<file path="config.mk">
export PLATFORM = sky130hd
export DESIGN_NAME = uart_rx_status
export DESIGN_NICKNAME = d
export VERILOG_FILES = /design/src/pkg/uart_rx_pkg.sv /design/src/core/uart_rx_status.sv
export VERILOG_INCLUDE_DIRS = /design/src /design/src/pkg
export SDC_FILE = /design/constraint.sdc
export NUM_CORES = 1
export LEC_CHECK = 0
export BUFFER_PORTS_ARGS = -buffer_cell sky130_fd_sc_hd__buf_2
export CAP_MARGIN = 20
export CORE_ASPECT_RATIO = 0.75
export CORE_MARGIN = 8
export CORE_UTILIZATION = 50
export CTS_CLUSTER_SIZE = 40
export DETAILED_ROUTE_END_ITERATION = 6
export GPL_ROUTABILITY_DRIVEN = 0
export PLACE_DENSITY = 0.67
export SLEW_MARGIN = 5
export SYNTH_ARGS = -nofsm -noshare
export SYNTH_HDL_FRONTEND = slang
export SYNTH_SLANG_ARGS = --single-unit
</file>
<file path="constraint.sdc">
create_clock -name clk_sys -period 4.7 [get_ports clk_sys]
set_input_delay 0.47 -clock clk_sys [delete_from_list [all_inputs] [get_ports clk_sys]]
set_output_delay 0.47 -clock clk_sys [all_outputs]
set_load 0.005 [all_outputs]
</file>
<file path="src/pkg/uart_rx_regs.svh">
// register offsets, field positions, reset values and counts of the receiver
// Contract
// parity error flag set only for failing characters while parity is on; the code also sets it for a break with parity off
// fifo mode: parity error shows only when its character reaches the head
// a detected break also raises the parity error flag for that character
// reading line status clears the parity error flag
// no fifo: new character over unread one sets overrun, overwrites buffer
// fifo full: new character sets overrun, fifo kept, new one dropped
// reading line status clears the overrun flag
// data available is high exactly while a received character waits
// no fifo: reading the receive buffer clears data available
// fifo mode: data available clears only once the fifo is empty
// line low over a whole character is a break; one zero character kept
// an error in the same cycle as a clearing read stays set
`ifndef UART_RX_REGS_SVH
`define UART_RX_REGS_SVH

`define OFS_RX_BUF      8'h00
`define OFS_FIFO_CTRL   8'h08
`define OFS_LINE_CTRL   8'h0C
`define OFS_LINE_STATUS 8'h14
`define OFS_BAUD_DIV    8'h20

// line_control_reg fields
`define LC_WLEN_LSB     0
`define LC_PAR_ENA_BIT  3
`define LC_EVEN_BIT     4
// fifo control fields
`define FC_ENA_BIT      0
`define FC_RX_RST_BIT   1
// line_status_reg fields
`define LS_AVAIL_BIT    0
`define LS_OVERRUN_BIT  1
`define LS_PAR_ERR_BIT  2
`define LS_BREAK_BIT    4

`define LINE_CTRL_RST   8'h03
`define FIFO_CTRL_RST   1'h0
// 200 MHz / 115200 baud, in clock cycles per bit
`define BAUD_DIV_RST    16'h06C8
`define RX_FIFO_DEPTH   16

`endif

</file>
<file path="src/pkg/uart_rx_pkg.sv">
// types shared by the receive status block
package uart_rx_pkg;

  typedef enum logic [2:0]
  {
    RX_IDLE  = 3'b000,
    RX_START = 3'b001,
    RX_DATA  = 3'b010,
    RX_PAR   = 3'b011,
    RX_STOP  = 3'b100,
    RX_BRKW  = 3'b101
  } rx_state_t;

  // one fifo entry: break mark, parity error mark, character
  typedef struct packed
  {
    logic       brk;
    logic       par_err;
    logic [7:0] data;
  } rx_entry_t;

endpackage

</file>
<file path="src/core/uart_rx_status.sv">
// serial receiver with fifo, receive line status flags and ahb-lite slave
//
// Our own choices: the address map and the AHB-Lite interface to the registers.
`timescale 1ns/1ps
`include "uart_rx_regs.svh"

module uart_rx_status
#(
  parameter int DEPTH = `RX_FIFO_DEPTH
)
(
  input  wire logic        clk_sys,
  input  wire logic        rst_b,
  input  wire logic        hsel,
  input  wire logic [31:0] haddr,
  input  wire logic [1:0]  htrans,
  input  wire logic        hwrite,
  input  wire logic [2:0]  hsize,
  input  wire logic [31:0] hwdata,
  input  wire logic        hready,
  output logic             hreadyout,
  output logic [31:0]      hrdata,
  output logic             hresp,
  input  wire logic        rxd,
  output logic             rx_data_available
);
  import uart_rx_pkg::*;

  localparam int AW = $clog2(DEPTH);
  localparam int CW = AW + 1;

  // rxd comes from a pin: two flops before anything looks at it
  logic sync1_q;
  logic rxd_s_q;
  always_ff @(posedge clk_sys or negedge rst_b)
    if (!rst_b)
    begin
      sync1_q <= 1'b1;
      rxd_s_q <= 1'b1;
    end
    else
    begin
      sync1_q <= rxd;
      rxd_s_q <= sync1_q;
    end

  // bus address phase; the slave never stalls and always answers okay
  logic       acc_rd;
  logic       acc_wr;
  logic [7:0] ofs;
  logic       wr_pend_q;
  logic [7:0] wr_ofs_q;
  assign hreadyout = 1'b1;
  assign hresp     = 1'b0;
  assign ofs       = haddr[7:0];
  assign acc_rd    = hsel & htrans[1] & hready & ~hwrite;
  assign acc_wr    = hsel & htrans[1] & hready & hwrite;

  logic rd_status;
  logic rd_buf;
  assign rd_status = acc_rd & (ofs == `OFS_LINE_STATUS);
  assign rd_buf    = acc_rd & (ofs == `OFS_RX_BUF);

  // software registers, written in the data phase from hwdata
  logic [7:0]  line_ctrl_q, line_ctrl_d;
  logic        fifo_ena_q, fifo_ena_d;
  logic        fifo_rst;
  logic [15:0] baud_div_q, baud_div_d;
  always_comb
  begin
    line_ctrl_d = line_ctrl_q;
    fifo_ena_d  = fifo_ena_q;
    baud_div_d  = baud_div_q;
    fifo_rst    = 1'b0;
    if (wr_pend_q)
    begin
      case (wr_ofs_q)
        `OFS_LINE_CTRL: line_ctrl_d = hwdata[7:0];
        `OFS_BAUD_DIV:  baud_div_d  = hwdata[15:0];
        `OFS_FIFO_CTRL:
        begin
          fifo_ena_d = hwdata[`FC_ENA_BIT];
          // a mode change flushes, so no stale depth survives into one-deep mode
          fifo_rst   = hwdata[`FC_RX_RST_BIT] |
                       (hwdata[`FC_ENA_BIT] != fifo_ena_q);
        end
        default: ;
      endcase
    end
  end

  always_ff @(posedge clk_sys or negedge rst_b)
    if (!rst_b)
    begin
      wr_pend_q   <= 1'b0;
      wr_ofs_q    <= 8'h00;
      line_ctrl_q <= `LINE_CTRL_RST;
      fifo_ena_q  <= `FIFO_CTRL_RST;
      baud_div_q  <= `BAUD_DIV_RST;
    end
    else
    begin
      wr_pend_q   <= acc_wr;
      wr_ofs_q    <= ofs;
      line_ctrl_q <= line_ctrl_d;
      fifo_ena_q  <= fifo_ena_d;
      baud_div_q  <= baud_div_d;
    end

  // receiver state machine, samples each bit in its middle
  rx_state_t   st_q, st_d;
  logic [15:0] cnt_q, cnt_d;
  logic [2:0]  bit_q, bit_d;
  logic [7:0]  shf_q, shf_d;
  logic        par_q, par_d;
  logic        zero_q, zero_d;
  logic        rx_done;
  logic        rx_brk;
  logic        rx_par_err;
  logic [7:0]  rx_char;
  logic [2:0]  last_bit;
  logic        tick;
  assign last_bit = 3'd4 + {1'b0, line_ctrl_q[`LC_WLEN_LSB +: 2]};
  assign tick     = (cnt_q == 16'h0000);

  always_comb
  begin
    st_d       = st_q;
    cnt_d      = tick ? 16'h0000 : cnt_q - 16'h0001;
    bit_d      = bit_q;
    shf_d      = shf_q;
    par_d      = par_q;
    zero_d     = zero_q;
    rx_done    = 1'b0;
    rx_brk     = 1'b0;
    rx_par_err = 1'b0;
    rx_char    = shf_q >> (3'd7 - last_bit);
    case (st_q)
      RX_IDLE:
        if (!rxd_s_q)
        begin
          st_d  = RX_START;
          cnt_d = baud_div_q >> 1;
        end
      RX_START:
        if (tick)
        begin
          st_d   = rxd_s_q ? RX_IDLE : RX_DATA;
          cnt_d  = baud_div_q - 16'h0001;
          bit_d  = 3'd0;
          shf_d  = 8'h00;
          par_d  = 1'b0;
          zero_d = 1'b1;
        end
      RX_DATA:
        if (tick)
        begin
          shf_d  = {rxd_s_q, shf_q[7:1]};
          par_d  = par_q ^ rxd_s_q;
          zero_d = zero_q & ~rxd_s_q;
          bit_d  = bit_q + 3'd1;
          cnt_d  = baud_div_q - 16'h0001;
          if (bit_q == last_bit)
            st_d = line_ctrl_q[`LC_PAR_ENA_BIT] ? RX_PAR : RX_STOP;
        end
      RX_PAR:
        if (tick)
        begin
          par_d  = par_q ^ rxd_s_q;
          zero_d = zero_q & ~rxd_s_q;
          cnt_d  = baud_div_q - 16'h0001;
          st_d   = RX_STOP;
        end
      RX_STOP:
        if (tick)
        begin
          rx_done = 1'b1;
          // low through start, data, parity and stop: a break
          rx_brk  = zero_q & ~rxd_s_q;
          // even parity wants a zero sum, odd a one
          rx_par_err = (line_ctrl_q[`LC_PAR_ENA_BIT] &
                        (par_q ^ ~line_ctrl_q[`LC_EVEN_BIT])) | rx_brk;
          if (rx_brk)
            rx_char = 8'h00;
          // after a break wait for the line to rise: one character only
          st_d = rx_brk ? RX_BRKW : RX_IDLE;
        end
      RX_BRKW:
        if (rxd_s_q)
          st_d = RX_IDLE;
      default:
        st_d = RX_IDLE;
    endcase
  end

  always_ff @(posedge clk_sys or negedge rst_b)
    if (!rst_b)
    begin
      st_q   <= RX_IDLE;
      cnt_q  <= 16'h0000;
      bit_q  <= 3'd0;
      shf_q  <= 8'h00;
      par_q  <= 1'b0;
      zero_q <= 1'b0;
    end
    else
    begin
      st_q   <= st_d;
      cnt_q  <= cnt_d;
      bit_q  <= bit_d;
      shf_q  <= shf_d;
      par_q  <= par_d;
      zero_q <= zero_d;
    end

  // receive store: DEPTH entries in fifo mode, one in buffer mode
  rx_entry_t   mem [DEPTH];
  rx_entry_t   rx_in;
  rx_entry_t   head_new;
  logic [AW-1:0] rd_q, rd_d, wr_q, wr_d, wa, rd_next;
  logic [CW-1:0] cnt_f_q, cnt_f_d, limit;
  logic        pop, push, ovr, we, head_chg;
  assign rx_in   = '{brk: rx_brk, par_err: rx_par_err, data: rx_char};
  assign limit   = fifo_ena_q ? CW'(DEPTH) : CW'(1);
  assign pop     = rd_buf & (cnt_f_q != '0);
  assign rd_next = rd_q + AW'(1);

  always_comb
  begin
    rd_d     = pop ? rd_next : rd_q;
    wr_d     = wr_q;
    cnt_f_d  = cnt_f_q - CW'(pop);
    wa       = wr_q;
    we       = 1'b0;
    ovr      = rx_done & ~pop & (cnt_f_q >= limit);
    push     = rx_done & ~ovr;
    head_chg = 1'b0;
    head_new = rx_in;
    if (ovr && !fifo_ena_q)
    begin
      // buffer mode: the unread character is overwritten
      wa       = rd_q;
      we       = 1'b1;
      head_chg = 1'b1;
    end
    else if (push)
    begin
      we      = 1'b1;
      wr_d    = wr_q + AW'(1);
      cnt_f_d = cnt_f_q - CW'(pop) + CW'(1);
    end
    // flags follow the character that becomes the head
    if (pop && cnt_f_q > CW'(1))
    begin
      head_chg = 1'b1;
      head_new = mem[rd_next];
    end
    else if (push && (cnt_f_q == '0 || pop))
      head_chg = 1'b1;
    if (fifo_rst)
    begin
      rd_d     = '0;
      wr_d     = '0;
      cnt_f_d  = '0;
      we       = 1'b0;
      head_chg = 1'b0;
    end
  end

  always_ff @(posedge clk_sys or negedge rst_b)
    if (!rst_b)
    begin
      rd_q    <= '0;
      wr_q    <= '0;
      cnt_f_q <= '0;
    end
    else
    begin
      rd_q    <= rd_d;
      wr_q    <= wr_d;
      cnt_f_q <= cnt_f_d;
    end

  // storage has no reset; only written entries are ever read
  always_ff @(posedge clk_sys)
    if (we)
      mem[wa] <= rx_in;

  // sticky status: a set in the clearing cycle wins
  logic par_flag_q, par_flag_d;
  logic ovr_flag_q, ovr_flag_d;
  logic brk_flag_q, brk_flag_d;
  always_comb
  begin
    par_flag_d = (par_flag_q & ~rd_status) |
                 (head_chg & head_new.par_err);
    ovr_flag_d = (ovr_flag_q & ~rd_status) | ovr;
    brk_flag_d = (brk_flag_q & ~rd_status) | (head_chg & head_new.brk);
  end

  always_ff @(posedge clk_sys or negedge rst_b)
    if (!rst_b)
    begin
      par_flag_q <= 1'b0;
      ovr_flag_q <= 1'b0;
      brk_flag_q <= 1'b0;
    end
    else
    begin
      par_flag_q <= par_flag_d;
      ovr_flag_q <= ovr_flag_d;
      brk_flag_q <= brk_flag_d;
    end

  // level from the stored count: covers both the buffer and fifo cases
  assign rx_data_available = (cnt_f_q != '0);

  // read data captured at the address phase, values before any clearing
  logic [31:0] rdata_d;
  logic [31:0] hrdata_q;
  always_comb
  begin
    rdata_d = 32'h0000_0000;
    case (ofs)
      `OFS_RX_BUF:
        rdata_d[7:0] = (cnt_f_q != '0) ? mem[rd_q].data : 8'h00;
      `OFS_LINE_CTRL:   rdata_d[7:0] = line_ctrl_q;
      `OFS_FIFO_CTRL:   rdata_d[`FC_ENA_BIT] = fifo_ena_q;
      `OFS_BAUD_DIV:    rdata_d[15:0] = baud_div_q;
      `OFS_LINE_STATUS:
      begin
        rdata_d[`LS_AVAIL_BIT]   = rx_data_available;
        rdata_d[`LS_OVERRUN_BIT] = ovr_flag_q;
        rdata_d[`LS_PAR_ERR_BIT] = par_flag_q;
        rdata_d[`LS_BREAK_BIT]   = brk_flag_q;
      end
      default: ;
    endcase
  end

  always_ff @(posedge clk_sys or negedge rst_b)
    if (!rst_b)
      hrdata_q <= 32'h0000_0000;
    else if (acc_rd)
      hrdata_q <= rdata_d;
  assign hrdata = hrdata_q;

  // checks
  par_gate_a: assert property (@(posedge clk_sys) disable iff (!rst_b)
    rx_done && !line_ctrl_q[`LC_PAR_ENA_BIT] && !rx_brk && !par_flag_q
    && cnt_f_q == '0 |=> !par_flag_q)
    else $error("parity flag set while parity off");
  par_hold_a: assert property (@(posedge clk_sys) disable iff (!rst_b)
    fifo_ena_q && push && cnt_f_q != '0 && !pop && !par_flag_q
    |=> !par_flag_q)
    else $error("parity flag shown before head");
  brk_par_a: assert property (@(posedge clk_sys) disable iff (!rst_b)
    head_chg && head_new.brk |=> par_flag_q && brk_flag_q)
    else $error("break without parity flag");
  par_clear_a: assert property (@(posedge clk_sys) disable iff (!rst_b)
    rd_status && !head_chg |=> !par_flag_q)
    else $error("parity flag survived status read");
  ovr_buf_a: assert property (@(posedge clk_sys) disable iff (!rst_b)
    rx_done && !fifo_ena_q && cnt_f_q == CW'(1) && !pop && !fifo_rst
    |=> ovr_flag_q && cnt_f_q == CW'(1) && mem[rd_q].data == $past(rx_char))
    else $error("buffer overrun not handled");
  ovr_fifo_a: assert property (@(posedge clk_sys) disable iff (!rst_b)
    rx_done && fifo_ena_q && cnt_f_q == CW'(DEPTH) && !pop && !fifo_rst
    |=> ovr_flag_q && $stable(cnt_f_q) && $stable(wr_q))
    else $error("fifo overrun not handled");
  ovr_clear_a: assert property (@(posedge clk_sys) disable iff (!rst_b)
    rd_status && !ovr |=> !ovr_flag_q)
    else $error("overrun flag survived status read");
  avail_set_a: assert property (@(posedge clk_sys) disable iff (!rst_b)
    push && !fifo_rst |=> rx_data_available [*1] ##1 1'b1)
    else $error("data available missing after receive");
  avail_buf_a: assert property (@(posedge clk_sys) disable iff (!rst_b)
    !fifo_ena_q && pop && !rx_done |=> !rx_data_available)
    else $error("data available not cleared by read");
  avail_fifo_a: assert property (@(posedge clk_sys) disable iff (!rst_b)
    fifo_ena_q && pop && cnt_f_q > CW'(1) && !fifo_rst
    |=> rx_data_available)
    else $error("data available cleared too early");
  brk_char_a: assert property (@(posedge clk_sys) disable iff (!rst_b)
    rx_done && rx_brk |-> rx_char == 8'h00 ##1 st_q == RX_BRKW)
    else $error("break character wrong");
  set_wins_a: assert property (@(posedge clk_sys) disable iff (!rst_b)
    rd_status && ovr |=> ovr_flag_q)
    else $error("overrun lost on clearing read");

endmodule

</file>
* Yosys cells after proc, flatten, opt, wreduce, memory -nomap -nowiden
Memories as Yosys holds them, arrays and structs flattened.
Index checks and enable logic that the tools add are counted.
** Word-level totals
- Bits in registers :: 100
- Logic and storage cells :: 174
- Output and inout port bits :: 35
- ROM bits :: 0
- RAM bits :: 160
- Memories kept :: 1
- Bits in latches :: 0
- Input port bits :: 75
** Memory list
- mem :: depth 16, width 10, rd ports 2, clocked after Yosys merged registers in 0, wr ports 1, RTL line uart_rx_status.sv:217 : rx_entry_t mem [DEPTH];
** Cells by class
- Shifts and indexed selects :: 1
- Multipliers :: 0
- Add/subtract/negate cells :: 9
- Muxes and demuxes :: 65
- Order comparisons :: 2
- Equality and inequality tests :: 23
- Bitwise gates (word level) :: 30
- Divide/modulo/power cells :: 0
- Reduce and logical (&&, ||, !) cells :: 23
** Operators with widths (count)
- 2-to-1 mux 8 bit :: 7
- 2-to-1 mux 16 bit :: 3
- 2-to-1 mux 3 bit :: 11
- == test 8 x 4 -> 1 bit, second input constant :: 4
- case mux 16 bit (2 select lines) :: 1
- subtractor 16 x 1 -> 16 bit, second input constant :: 2
- 2-to-1 mux 4 bit :: 6
- 2-to-1 mux 1 bit :: 21
- 2-to-1 mux 5 bit :: 4
- case mux 3 bit (6 select lines) :: 1
- AND 1 bit :: 17
- == test 8 x 6 -> 1 bit, second input constant :: 2
- logical NOT 16 bit :: 1
- != test 2 bit, second input constant :: 8
- case mux 8 bit (2 select lines) :: 1
- 2-to-1 mux 10 bit :: 1
- case mux 3 bit (3 select lines) :: 1
- adder 4 x 1 -> 4 bit, second input constant :: 2
- == test 8 x 5 -> 1 bit, second input constant :: 1
- logical NOT 8 bit :: 1
- case mux 2 bit (4 select lines) :: 1
- AND reduction 2 bit :: 4
- nonzero test 2 bit :: 4
- >> shifter 8 x 3 -> 8 bit :: 1
- other kinds (32) :: 48

* Depth between registers and ports, before layout
Gate-level depths: netlist of the first run.
- Word-level depth :: 16
- Gate-level depth with buffers :: 13
- Mapped depth without buffers :: 12

* Worst setup path after synthesis of the first run
OpenSTA, ideal clock, no wires.
- Path type :: input to register
- From :: input port haddr[5]
- To :: memory mem[1][0] (netlist name) (enable)
- Library setup time :: 390 ps
- Cell stages on the path :: 7
- Setup slack :: 1485 ps
- Required time :: 4310 ps
- Arrival :: 2825 ps
- Path buffers :: 1
- Cell sequence :: or3_1 > nand2b_1 > o32a_1 > clkbuf_1 > and4_1 > or2_1 > nor3_1
** Between the ends
- Cells in the longest elaborated chain, start to end :: 13
- Elaborated cells between the ends (all ways) :: 15
- Those cells by class :: mux (6); bitwise (7); reduce/logical (2)
** Ends and longest elaborated chain
- from (decl) :: RTL line uart_rx_status.sv:15 : input wire logic [31:0] haddr,
- logical NOT 8 bit (*)
- AND 1 bit (*) :: RTL line uart_rx_status.sv:62 : assign rd_buf = acc_rd & (ofs == `OFS_RX_BUF);
- AND 1 bit (*) :: RTL line uart_rx_status.sv:225 : assign pop = rd_buf & (cnt_f_q != '0);
- inverter 1 bit (*) :: RTL line uart_rx_status.sv:235 : ovr = rx_done & ~pop & (cnt_f_q >= limit);
- AND 1 bit (*) (2 in a row) :: RTL line uart_rx_status.sv:235
- inverter 1 bit :: RTL line uart_rx_status.sv:236 : push = rx_done & ~ovr;
- AND 1 bit :: RTL line uart_rx_status.sv:236
- 2-to-1 mux 1 bit :: RTL line uart_rx_status.sv:246 : else if (push)
- 2-to-1 mux 1 bit :: RTL line uart_rx_status.sv:239 : if (ovr && !fifo_ena_q)
- 2-to-1 mux 1 bit :: RTL line uart_rx_status.sv:260 : if (fifo_rst)
- 2-to-1 mux 1 bit :: RTL line uart_rx_status.sv:286 : if (we)
- 2-to-1 mux 1 bit (not written as such) :: RTL line uart_rx_status.sv:287 : mem[wa] <= rx_in;
- to (decl) :: RTL line uart_rx_status.sv:217
Every way passes the cells marked *; elsewhere a longest branch is shown, timed or not.

* Worst setup path in the final report of the first run
- From :: register cnt_q[0]
- To :: memory mem[12][0] (netlist name) (enable)
** Between the ends
- Cells in the longest elaborated chain, start to end :: 12
- Elaborated cells between the ends (all ways) :: 14
- Those cells by class :: mux (8); bitwise (4); reduce/logical (2)
** Ends and longest elaborated chain
- from (decl) :: RTL line uart_rx_status.sv:112 : logic [15:0] cnt_q, cnt_d;
- from (signal assigned) :: RTL line uart_rx_status.sv:209 : cnt_q <= cnt_d;
- logical NOT 16 bit (*) :: RTL line uart_rx_status.sv:124 : assign tick = (cnt_q == 16'h0000);
- 2-to-1 mux 1 bit (*) :: RTL line uart_rx_status.sv:175 : if (tick)
- 2-to-1 mux 1 bit (*) :: RTL line uart_rx_status.sv:138 : case (st_q)
- AND 1 bit (2 in a row) :: RTL line uart_rx_status.sv:235
- inverter 1 bit :: RTL line uart_rx_status.sv:236
- AND 1 bit :: RTL line uart_rx_status.sv:236
- 2-to-1 mux 1 bit :: RTL line uart_rx_status.sv:246
- 2-to-1 mux 1 bit :: RTL line uart_rx_status.sv:239
- 2-to-1 mux 1 bit :: RTL line uart_rx_status.sv:260
- 2-to-1 mux 1 bit :: RTL line uart_rx_status.sv:286
- 2-to-1 mux 1 bit (not written as such) :: RTL line uart_rx_status.sv:287
Marks and branches as above.

==> results of run 1 <==
==> flip-flops by register name, summed over array words and instances (netlist names), 4 cells and up <==
signal       cells
baud_div_q      16
cnt_q           16
line_ctrl_q      8
shf_q            8
wr_q             4
hrdata          16
mem            160
rd_q             4
wr_ofs_q         8
cnt_f_q          5
==> placed cells by master (no fill, tap or decap), types with 14 or more instances in the layout <==
master | netlist | final
xor2_1 | 14 | 14
clkbuf_16 | 0 | 28
nor2_1 | 66 | 66
nor3_1 | 28 | 28
a21oi_1 | 41 | 41
conb_1 | 2 | 18
mux4_2 | 45 | 45
o21ai_0 | 33 | 33
buf_2 | 4 | 46
nand2_1 | 69 | 69
dfrtp_1 | 91 | 90
xnor2_1 | 29 | 29
mux2_2 | 30 | 30
edfxtp_1 | 160 | 160
inv_1 | 18 | 18
buf_4 | 19 | 35
==> logic make-up (layout without fill, tap and decap cells) <==
group                    count (synthesis)  after routing  share of synthesized area, %
AND/OR/NAND/NOR                        264            264                          11.7
flip-flops                             260            260                          61.2
AO/OA/AOI/OAI                          144            144                          7.76
multiplexers                            84             84                          12.1
buffers and inverters                   73            149                          2.93
XOR/XNOR                                43             43                          3.15
adder cells (fa/ha/maj)                 11             11                          1.15
other                                    2             18                        0.0628
==> power groups by stage <==
stage / Clock (mW) / Combinational [mW] / Sequential (mW)
after detailed placement: 0 / 0.490 / 2.72
after global placement: 0 / 0.480 / 2.72
after global routing: 2.14 / 0.555 / 2.70
after floorplan: 0 / 0.395 / 2.66
final: 2.02 / 0.492 / 2.68
after CTS: 2.06 / 0.491 / 2.68
==> through the flow <==
step / total power [mW] / util, % / worst slack, ps
after CTS: 5.22 / 56.6 / 1170
after global placement: 3.20 / 53.1 / 1200
final: 5.19 / 56.8 / 1180
after global routing: 5.40 / 56.8 / 877
after floorplan: 3.05 / - / 1490
after detailed placement: 3.21 / 53.1 / 1210
==> how the worst min path moves through the flow <==
| stage | from | end | slack, ps |
|---|---|---|---|
| 6_report | rst_b | baud_div_q[8] | 60 |
| 5_1_grt | rxd | sync1_q | 30 |
| 4_1_cts | rxd | sync1_q | 40 |
| 3_5_place_dp | sync1_q | rxd_s_q | 350 |
| 3_3_place_gp | sync1_q | rxd_s_q | 350 |
| 2_1_floorplan | rst_b | baud_div_q[0] | 170 |
==> final cells by class <==
type	instances	area share, %
sequential	260	54.3
multi-input combinational	564	32.3
clock buffer	34	5.45
timing repair buffer	83	3.91
tap	306	2.84
clock inverter	14	0.761
inverter	18	0.501
==> routing by layer <==
metal / wire [um] / part of all wire, % / global-route usage (%) / vias to the layer above
met5: 0 / 0 / 0 / -
met4: 388 / 1.4 / 3.50 / 0
met3: 2210 / 8.0 / 4.04 / 34
met2: 11500 / 42 / 26.9 / 255
met1: 13500 / 49 / 29.7 / 3791
li1: - / - / - / 3462
==> worst max-delay path, stage by stage, from the launching register on <==
cell,delay (ps)
dfrtp_1,410
inv_1,90
ha_1,150
nor4b_2,330
nand4_1,320
or2_0,460
nor3_2,360
mux2i_1,220
nor2_1,780
==> run_results.csv, run 1 <==
group,metric,value,unit
run_status,outcome,"finished clean",
drt,vias,7542,
timing,hold_viol_final,0,
critical_path,critPathLaunch,"cnt_q[0]",
grt,grt_start_max_net_pins,70,
yosys,synth_edf_count,160,
drt,routedWlPerCell,21.6,um
yosys,synth_top_cell_area_share,40.2,%
floorplanning,die_w,195,um
clock_network,post_cts_resized,0,
placed_design,hpwl,18600,um
power_and_ir_drop,seqPwrFrac,51.6,%
clock_network,cts_tree,"done",
yosys,synthTopCellsByCount,"160 x edfxtp_1, 91 x dfrtp_1, 69 x nand2_1",
drt,dr.pass1.iters,5,
yosys,yosys.cell_types.count,73,
final_layout,drive_gt1_share,23.5,%
power_and_ir_drop,switching_share,24.7,%
clock_network,path_clk_slew,60,ps
critical_path,r2r_end,"mem[12][0]",
power_and_ir_drop,ir_worst_vdd,259,uV
floorplanning,die_h,150,um
timing,finalClockSkew,19.3,ps
critical_path,reg2reg_slack,1180,ps
timing,relSlewSlack,34.3,%
drt,post_drt_via_cell_ratio,5.90,
final_layout,fillers,1889,
critical_path,critical_path_class,"reg2reg",
clock_network,cts.sinks,260,
final_layout,multi_input_area,4350,sq um
timing,setup_violations,0,
yosys,yosysSeqAreaShare,61.2,%
power_and_ir_drop,switchingPower,1.28,mW
yosys,synthFlopType,"edfxtp_1",
critical_path,arrival,3660,ps
clock_network,cts_buffer_depth,3,
timing,finalCritPeriodShare,74.9,%
timing,finalSetupTns,0,ps
final_layout,seq_area,7320,sq um
timing,hold_slack,58.6,ps
drt,dr.first_iter.drc_count,685,
yosys,synthArstFlopShare,38.5,%
run,drv_cap,0,
clock_network,worstSkewPairLatency,530,ps
clock_network,cts_buffers,26,
placed_design,numPlacedInstances,1227,
drt,drtAntennaViolNets,0,
placed_design,placed_cell_area,12600,sq um
yosys,synth_cells,881,
grt,grt.total_usage,19.0,%
critical_path,endpoint,"mem[12][0]",
timing,min_period,3520,ps
timing,final_max_slew_viol_count,0,
critical_path,rr_startpoint,"cnt_q[0]",
critical_path,cp.required,4840,ps
yosys,yosysMostFrequentCell,"edfxtp_1",
grt,grt_pass1_vias,7334,
clock_network,cts.repair_timing.setup_buffer_count,0,
floorplanning,ios,110,
timing,fmax,284,MHz
timing,rsz0062_at_grt,"false",
floorplanning,row_count,49,
final_layout,fin_cells,1279,
critical_path,reg2regPathDepth,8,
grt,antenna_found_initial,0,
critical_path,worstSetupEndpointType,"flip-flop",
floorplanning,start_util,50.4,%
yosys,syn_area,12000,sq um
clock_network,cts_root_buf,"clkbuf_16",
placed_design,port_buffers,47,
yosys,synth_area_leader_cell,"edfxtp_1",
grt,grt_overflow_total,0,
floorplanning,die_area,29200,sq um
final_layout,finalNetCount,1039,
power_and_ir_drop,power_leakage,5.09,nW
drt,route.detailed.drc,0,
final_layout,syn_to_final_growth,12.8,%
hold_path,min_path_type,"in2async",
grt,grt_pass1_wl,43400,um
power_and_ir_drop,clockPowerShare,38.9,%
power_and_ir_drop,comb_power_share,9.5,%
drt,drt_wl_total,27600,um
timing,worst_pin_slew,972,ps
critical_path,crit_path_start_kind,"flip-flop",
floorplanning,coreArea,23700,sq um
yosys,synth_warnings,0,
power_and_ir_drop,internal-power,3.91,mW
clock_network,postCtsHoldBufs,0,
final_layout,design_area,13500,sq um
final_layout,diodes,0,
power_and_ir_drop,pwr_density_cell,385,nW/um^2
yosys,synthTopCellsByArea,"edfxtp_1 40%, dfrtp_1 19%, mux4_2 8.5%",
clock_network,cts_max_level,1,
yosys,syn_area_per_cell,13.6,sq um
yosys,ys_ff_latch,260,
critical_path,cp_max_fo,10,
Power figures use the tool's default switching activity.
==> run 2, diff against run 1 <==
- clock period: 4.7 -> 3.6 ns (I/O delays scaled with it)
==> run 2 against run 1 <==
- combinational power increased by 46%
- critical path depth increased by 7
- highest routed layer unchanged
- routed wire length decreased by 1.0%
- global-route usage is 0.39 points lower
- critical path type is now in2reg
- total power up 33%
- hold slack got worse by 29 ps
- register-to-register slack got worse by 770 ps
==> run_results.csv, run 2 (same netlist as run 1, synthesis figures left out) <==
group,metric,value,unit
grt,grtUsageMet2,25.2,%
power_and_ir_drop,power_leakage,5.21,nW
final_layout,largest_reg_flops,160,
floorplanning,die_w,195,um
drt,route.detailed.drc,0,
floorplanning,die_area,29200,sq um
grt,grt.busiest_layer,"met1",
clock_network,postCtsHoldBufs,6,
timing,min_period,3390,ps
critical_path,critical_path_depth,15,
critical_path,arrival,3800,ps
critical_path,crit_path_start_kind,"primary input",
critical_path,cp.required,4010,ps
final_layout,final_common_cell,"edfxtp_1",
grt,antenna_found_initial,1,
timing,setup_violations,0,
run,drv_cap,0,
placed_design,port_buffers,47,
timing,finalCritPeriodShare,94.2,%
grt,grt.total_usage,18.6,%
final_layout,drive_gt1_share,24.3,%
critical_path,cpPeakStageDelay,540,ps
timing,fin_ws,209,ps
timing,fmax,295,MHz
critical_path,path_common_cell,"ha_1",
timing,rsz0062_at_grt,"false",
clock_network,cts_buffer_depth,3,
hold_path,hold_path_depth,1,
clock_network,path_clk_slew,60,ps
drt,dr.first_iter.drc_count,815,
critical_path,worstSetupEndpointType,"flip-flop",
power_and_ir_drop,pwr_density_cell,505,nW/um^2
hold_path,min_path_type,"in2reg",
run_status,outcome,"finished clean",
power_and_ir_drop,ir_worst_vdd,307,uV
final_layout,syn_to_final_growth,14.6,%
timing,finalSetupTns,0,ps
final_layout,finalNetCount,1064,
drt,dr.pass1.iters,5,
placed_design,post-place-ws,273,ps
grt,grt_start_max_net_pins,66,
floorplanning,coreArea,23700,sq um
grt,grt_pass1_vias,7287,
clock_network,cts_root_buf,"clkbuf_16",
clock_network,worstSkewPairLatency,530,ps
critical_path,critical_path_buf_inv_count,5,
drt,vias,7679,
clock_network,cts.repair_timing.setup_buffer_count,0,
final_layout,design_area,13700,sq um
clock_network,cts_tree,"done",
floorplanning,ios,110,
clock_network,cts.sinks,260,
floorplanning,die_h,150,um
critical_path,reg2regPathDepth,8,
drt,drt_wl_total,27300,um
grt,grt_overflow_total,0,
final_layout,top_register,"mem",
timing,worst_pin_slew,1000,ps
placed_design,hpwl,18600,um
grt,grt.met1_usage,29.8,%
drt,drtAntennaViolNets,0,
timing,finalClockSkew,16.6,ps
placed_design,placed_cell_area,12800,sq um
final_layout,final_cell_mix,"160 x edfxtp_1, 90 x dfrtp_1, 69 x nand2_1",
critical_path,critical_path_class,"in2reg",
final_layout,diodes,0,
grt,grt_pass1_wl,42800,um
critical_path,path_delay_family,"simple AND/OR/NAND/NOR gates",
critical_path,crit_chain,"dlygate4sd3_1 > buf_2 > or3_1 > nand2b_1 > buf_4 > or3_1 > inv_1 > ha_1 > ha_1 > inv_1 > ha_1 > nor2b_1 > nor4b_1 > xnor2_1 > nor2_1",
timing,relSlewSlack,32.8,%
floorplanning,start_util,50.4,%
floorplanning,row_count,49,
clock_network,cts_max_level,1,
grt,use_met3,3.89,%
drt,routedWlPerCell,20.9,um
clock_network,cts_buffers,26,
timing,final_max_slew_viol_count,0,
clock_network,post_cts_resized,0,
critical_path,cp_max_fo,5,
critical_path,crit_slowest_cell,"dlygate4sd3_1",
timing,hold_viol_final,0,
drt,post_drt_via_cell_ratio,5.89,
## run 2: path summary, 6_finish.rpt
kind / start / end / slack (ps)
min: haddr[3] / wr_ofs_q[3] / 30
max reg2reg: cnt_q[0] / mem[4][0] / 410
min reg2reg: sync1_q / rxd_s_q / 360
max in group asynchronous: rst_b / baud_div_q[10] / 2220
min in group asynchronous: rst_b / baud_div_q[8] / 490
max: haddr[7] / cnt_f_q[4] / 210
## run 2: routing by layer
layer  wire length (um)  part of all wire, %
met5                  0                    0
met1              13200                   48
met4                516                  1.9
met2              11200                   41
met3               2330                  8.5
## run 2: cell type report
type	count	area [sq um]
timing repair buffer	108	723
inverter	18	67.6
multi-input combinational	564	4350
fill	1875	10000
sequential	260	7320
clock inverter	14	168
clock buffer	33	698
tap	306	383
## run 2: where the power goes
part / internal, mW / total, mW / switching (mW)
clock: 1.65 / 2.75 / 1.09
combinational: 0.329 / 0.716 / 0.387
sequential: 3.29 / 3.46 / 0.171
## run 2: metrics by stage
stage	hold slack [ps]	util (%)	power [mW]	instances
floorplan	64.4	-	3.98	897
global placement	351	53.8	4.20	1247
detailed placement	350	53.8	4.22	1247
CTS	3.01	57.7	6.98	1300
global route	6.81	57.8	7.20	1303
finish	30.1	57.8	6.92	1303
## run 2: worst reg2reg max path: stages, from the launching register on
cell,delay [ps]
dfrtp_1,410
inv_1,90
ha_1,160
nor4b_2,260
nand4_1,310
or2_0,370
nor3_2,220
mux2i_1,180
nor2_1,810
==> run 3, diff against run 2 <==
- GPL_TIMING_DRIVEN: unset -> 0
==> run 3 against run 2 <==
- sequential share of layout area fell by 0.72 points
- core utilization rose by 0.78 points
- highest routed layer unchanged
- routed wire length rose by 4.4%
- sequential cell count did not move
- clock-buffer cell count fell by 2
- critical path depth fell by 7
- fmax fell by 2.8%
- first-iteration DRC count fell by 11%
==> run_results.csv, run 3 (same netlist as run 1, synthesis figures left out) <==
group,metric,value,unit
drt,drtAntennaViolNets,0,
critical_path,critical_path_buf_inv_count,1,
drt,dr.first_iter.drc_count,729,
power_and_ir_drop,pwr_density_cell,508,nW/um^2
timing,fmax,287,MHz
critical_path,cp_max_fo,10,
power_and_ir_drop,ir_worst_vdd,308,uV
grt,grt_overflow_total,0,
floorplanning,start_util,50.4,%
timing,hold_viol_final,0,
clock_network,worstSkewPairLatency,520,ps
final_layout,top_register,"mem",
floorplanning,die_area,29200,sq um
timing,final_max_slew_viol_count,0,
final_layout,diodes,0,
power_and_ir_drop,power_leakage,5.24,nW
drt,vias,7786,
final_layout,final_cell_mix,"160 x edfxtp_1, 91 x dfrtp_1, 69 x nand2_1",
floorplanning,ios,110,
timing,rsz0062_at_grt,"true",
timing,finalClockSkew,10.7,ps
placed_design,numPlacedInstances,1266,
grt,grt.total_usage,19.3,%
timing,worst_pin_slew,978,ps
power_and_ir_drop,finalPower,7.06,mW
run,drv_cap,0,
critical_path,crit_chain,"inv_1 > ha_1 > nor4b_2 > nand4_1 > nor3_1 > a21boi_1 > nand4bb_1 > nor2_2",
final_layout,finalNetCount,1083,
final_layout,syn_to_final_growth,16.2,%
clock_network,cts_buffer_depth,3,
final_layout,fillers,1857,
critical_path,arrival,3640,ps
drt,post_drt_via_cell_ratio,5.89,
placed_design,hpwl,20100,um
final_layout,final_common_cell,"edfxtp_1",
critical_path,path_delay_family,"simple AND/OR/NAND/NOR gates",
floorplanning,row_count,49,
clock_network,path_clk_slew,60,ps
final_layout,largest_reg_flops,160,
critical_path,crit_path_start_kind,"flip-flop",
final_layout,drive_gt1_share,25.1,%
grt,grt_pass1_wl,43900,um
drt,drt_wl_total,28500,um
floorplanning,coreArea,23700,sq um
timing,min_period,3490,ps
grt,antenna_found_initial,0,
clock_network,cts_max_level,1,
timing,finalCritPeriodShare,96.9,%
run_status,outcome,"finished clean",
timing,hold_slack,20.4,ps
placed_design,port_buffers,47,
hold_path,min_path_type,"in2reg",
timing,relSlewSlack,34.4,%
clock_network,cts_tree,"done",
final_layout,post-route-util,58.6,%
drt,dr.pass1.iters,5,
drt,routedWlPerCell,21.5,um
clock_network,cts.repair_timing.setup_buffer_count,0,
clock_network,cts_buffers,27,
clock_network,cts_root_buf,"clkbuf_16",
floorplanning,die_h,150,um
drt,route.detailed.drc,0,
clock_network,cts.sinks,260,
grt,grt_start_max_net_pins,59,
grt,grt_pass1_vias,7357,
floorplanning,die_w,195,um
critical_path,critical_path_class,"reg2reg",
timing,setup_violations,0,
critical_path,crit_slowest_cell,"nor2_2",
final_layout,fin_cells,1323,
critical_path,worstSetupEndpointType,"flip-flop",
critical_path,cp.required,3750,ps
critical_path,cpPeakStageDelay,640,ps
run 3: changes by cell type in the layout (fill, tap and decap cells not counted), moves of 4 or more:
cell / previous run / this run
clkbuf_1: 6 / 34
buf_4: 55 / 34
nor3_1: 28 / 19
nor2_1: 66 / 58
nor3_2: 4 / 12
nor2_2: 0 / 7
a211oi_1: 13 / 8
a211oi_2: 0 / 5
buf_2: 46 / 50
run 3: area by class of cell:
cell class | instances | area (sq um) | area share (%)
flip-flops and latches | 260 | 7320 | 52.7
multi-input cells | 564 | 4460 | 32.1
clock buffers | 31 | 691 | 4.97
repair buffers | 71 | 463 | 3.33
well taps | 306 | 383 | 2.76
plain buffers | 55 | 283 | 2.03
clock inverters | 18 | 231 | 1.67
inverters | 18 | 67.6 | 0.486
run 3: report_power, final:
| group | switching (mW) | leakage (nW) | internal, mW | total, mW |
|---|---|---|---|---|
| combinational | 0.401 | 1.93 | 0.324 | 0.725 |
| sequential | 0.168 | 2.86 | 3.29 | 3.46 |
| clock | 1.14 | 0.448 | 1.74 | 2.88 |
run 3: per-layer routing:
metal / global-route usage, % / vias to the layer above / part of all wire [%]
met5: 0 / - / 0
met4: 3.81 / 0 / 1.5
met3: 3.91 / 32 / 8.3
met2: 26.7 / 265 / 41
met1: 30.9 / 3931 / 49
li1: - / 3558 / -
run 3: metrics by stage:
stage	setup slack, ps	instance area [sq um]	TNS [ps]
2_1_floorplan	408	12000	0
3_3_place_gp	-587	12600	-43140
3_5_place_dp	-87.7	12900	-3430
4_1_cts	-84.2	13900	-1850
5_1_grt	-160	13900	-7600
6_report	110	13900	0
run 3: path summary, 6_finish.rpt:
kind	depth (start not counted)	end	startpoint	slack (ps)
worst max-delay path	8	mem[5][9]	cnt_q[0]	110
worst min-delay path	1	wr_ofs_q[3]	haddr[3]	20
worst max register to register	8	mem[5][9]	cnt_q[0]	110
worst min register to register	0	rxd_s_q	sync1_q	360
max in group asynchronous	3	line_ctrl_q[1]	rst_b	2390
min in group asynchronous	2	baud_div_q[14]	rst_b	460
run 3: worst register-to-register path: cells and delay by family (launching register included):
| family | cells | cell delay [ps] |
|---|---|---|
| compound gates | 1 | 230 |
| fa+ha+maj | 1 | 140 |
| buf+inv | 1 | 90 |
| flops | 1 | 410 |
| simple gates | 5 | 2230 |
run 3: repair_timing:
item / 4_1_cts / 5_1_grt
gates resized for setup: 5 / 5
setup endpoints to repair: 78 / 86
hold endpoints to repair: 59 / 0
cloned: 0 / 0
hold buffers: 7 / 0
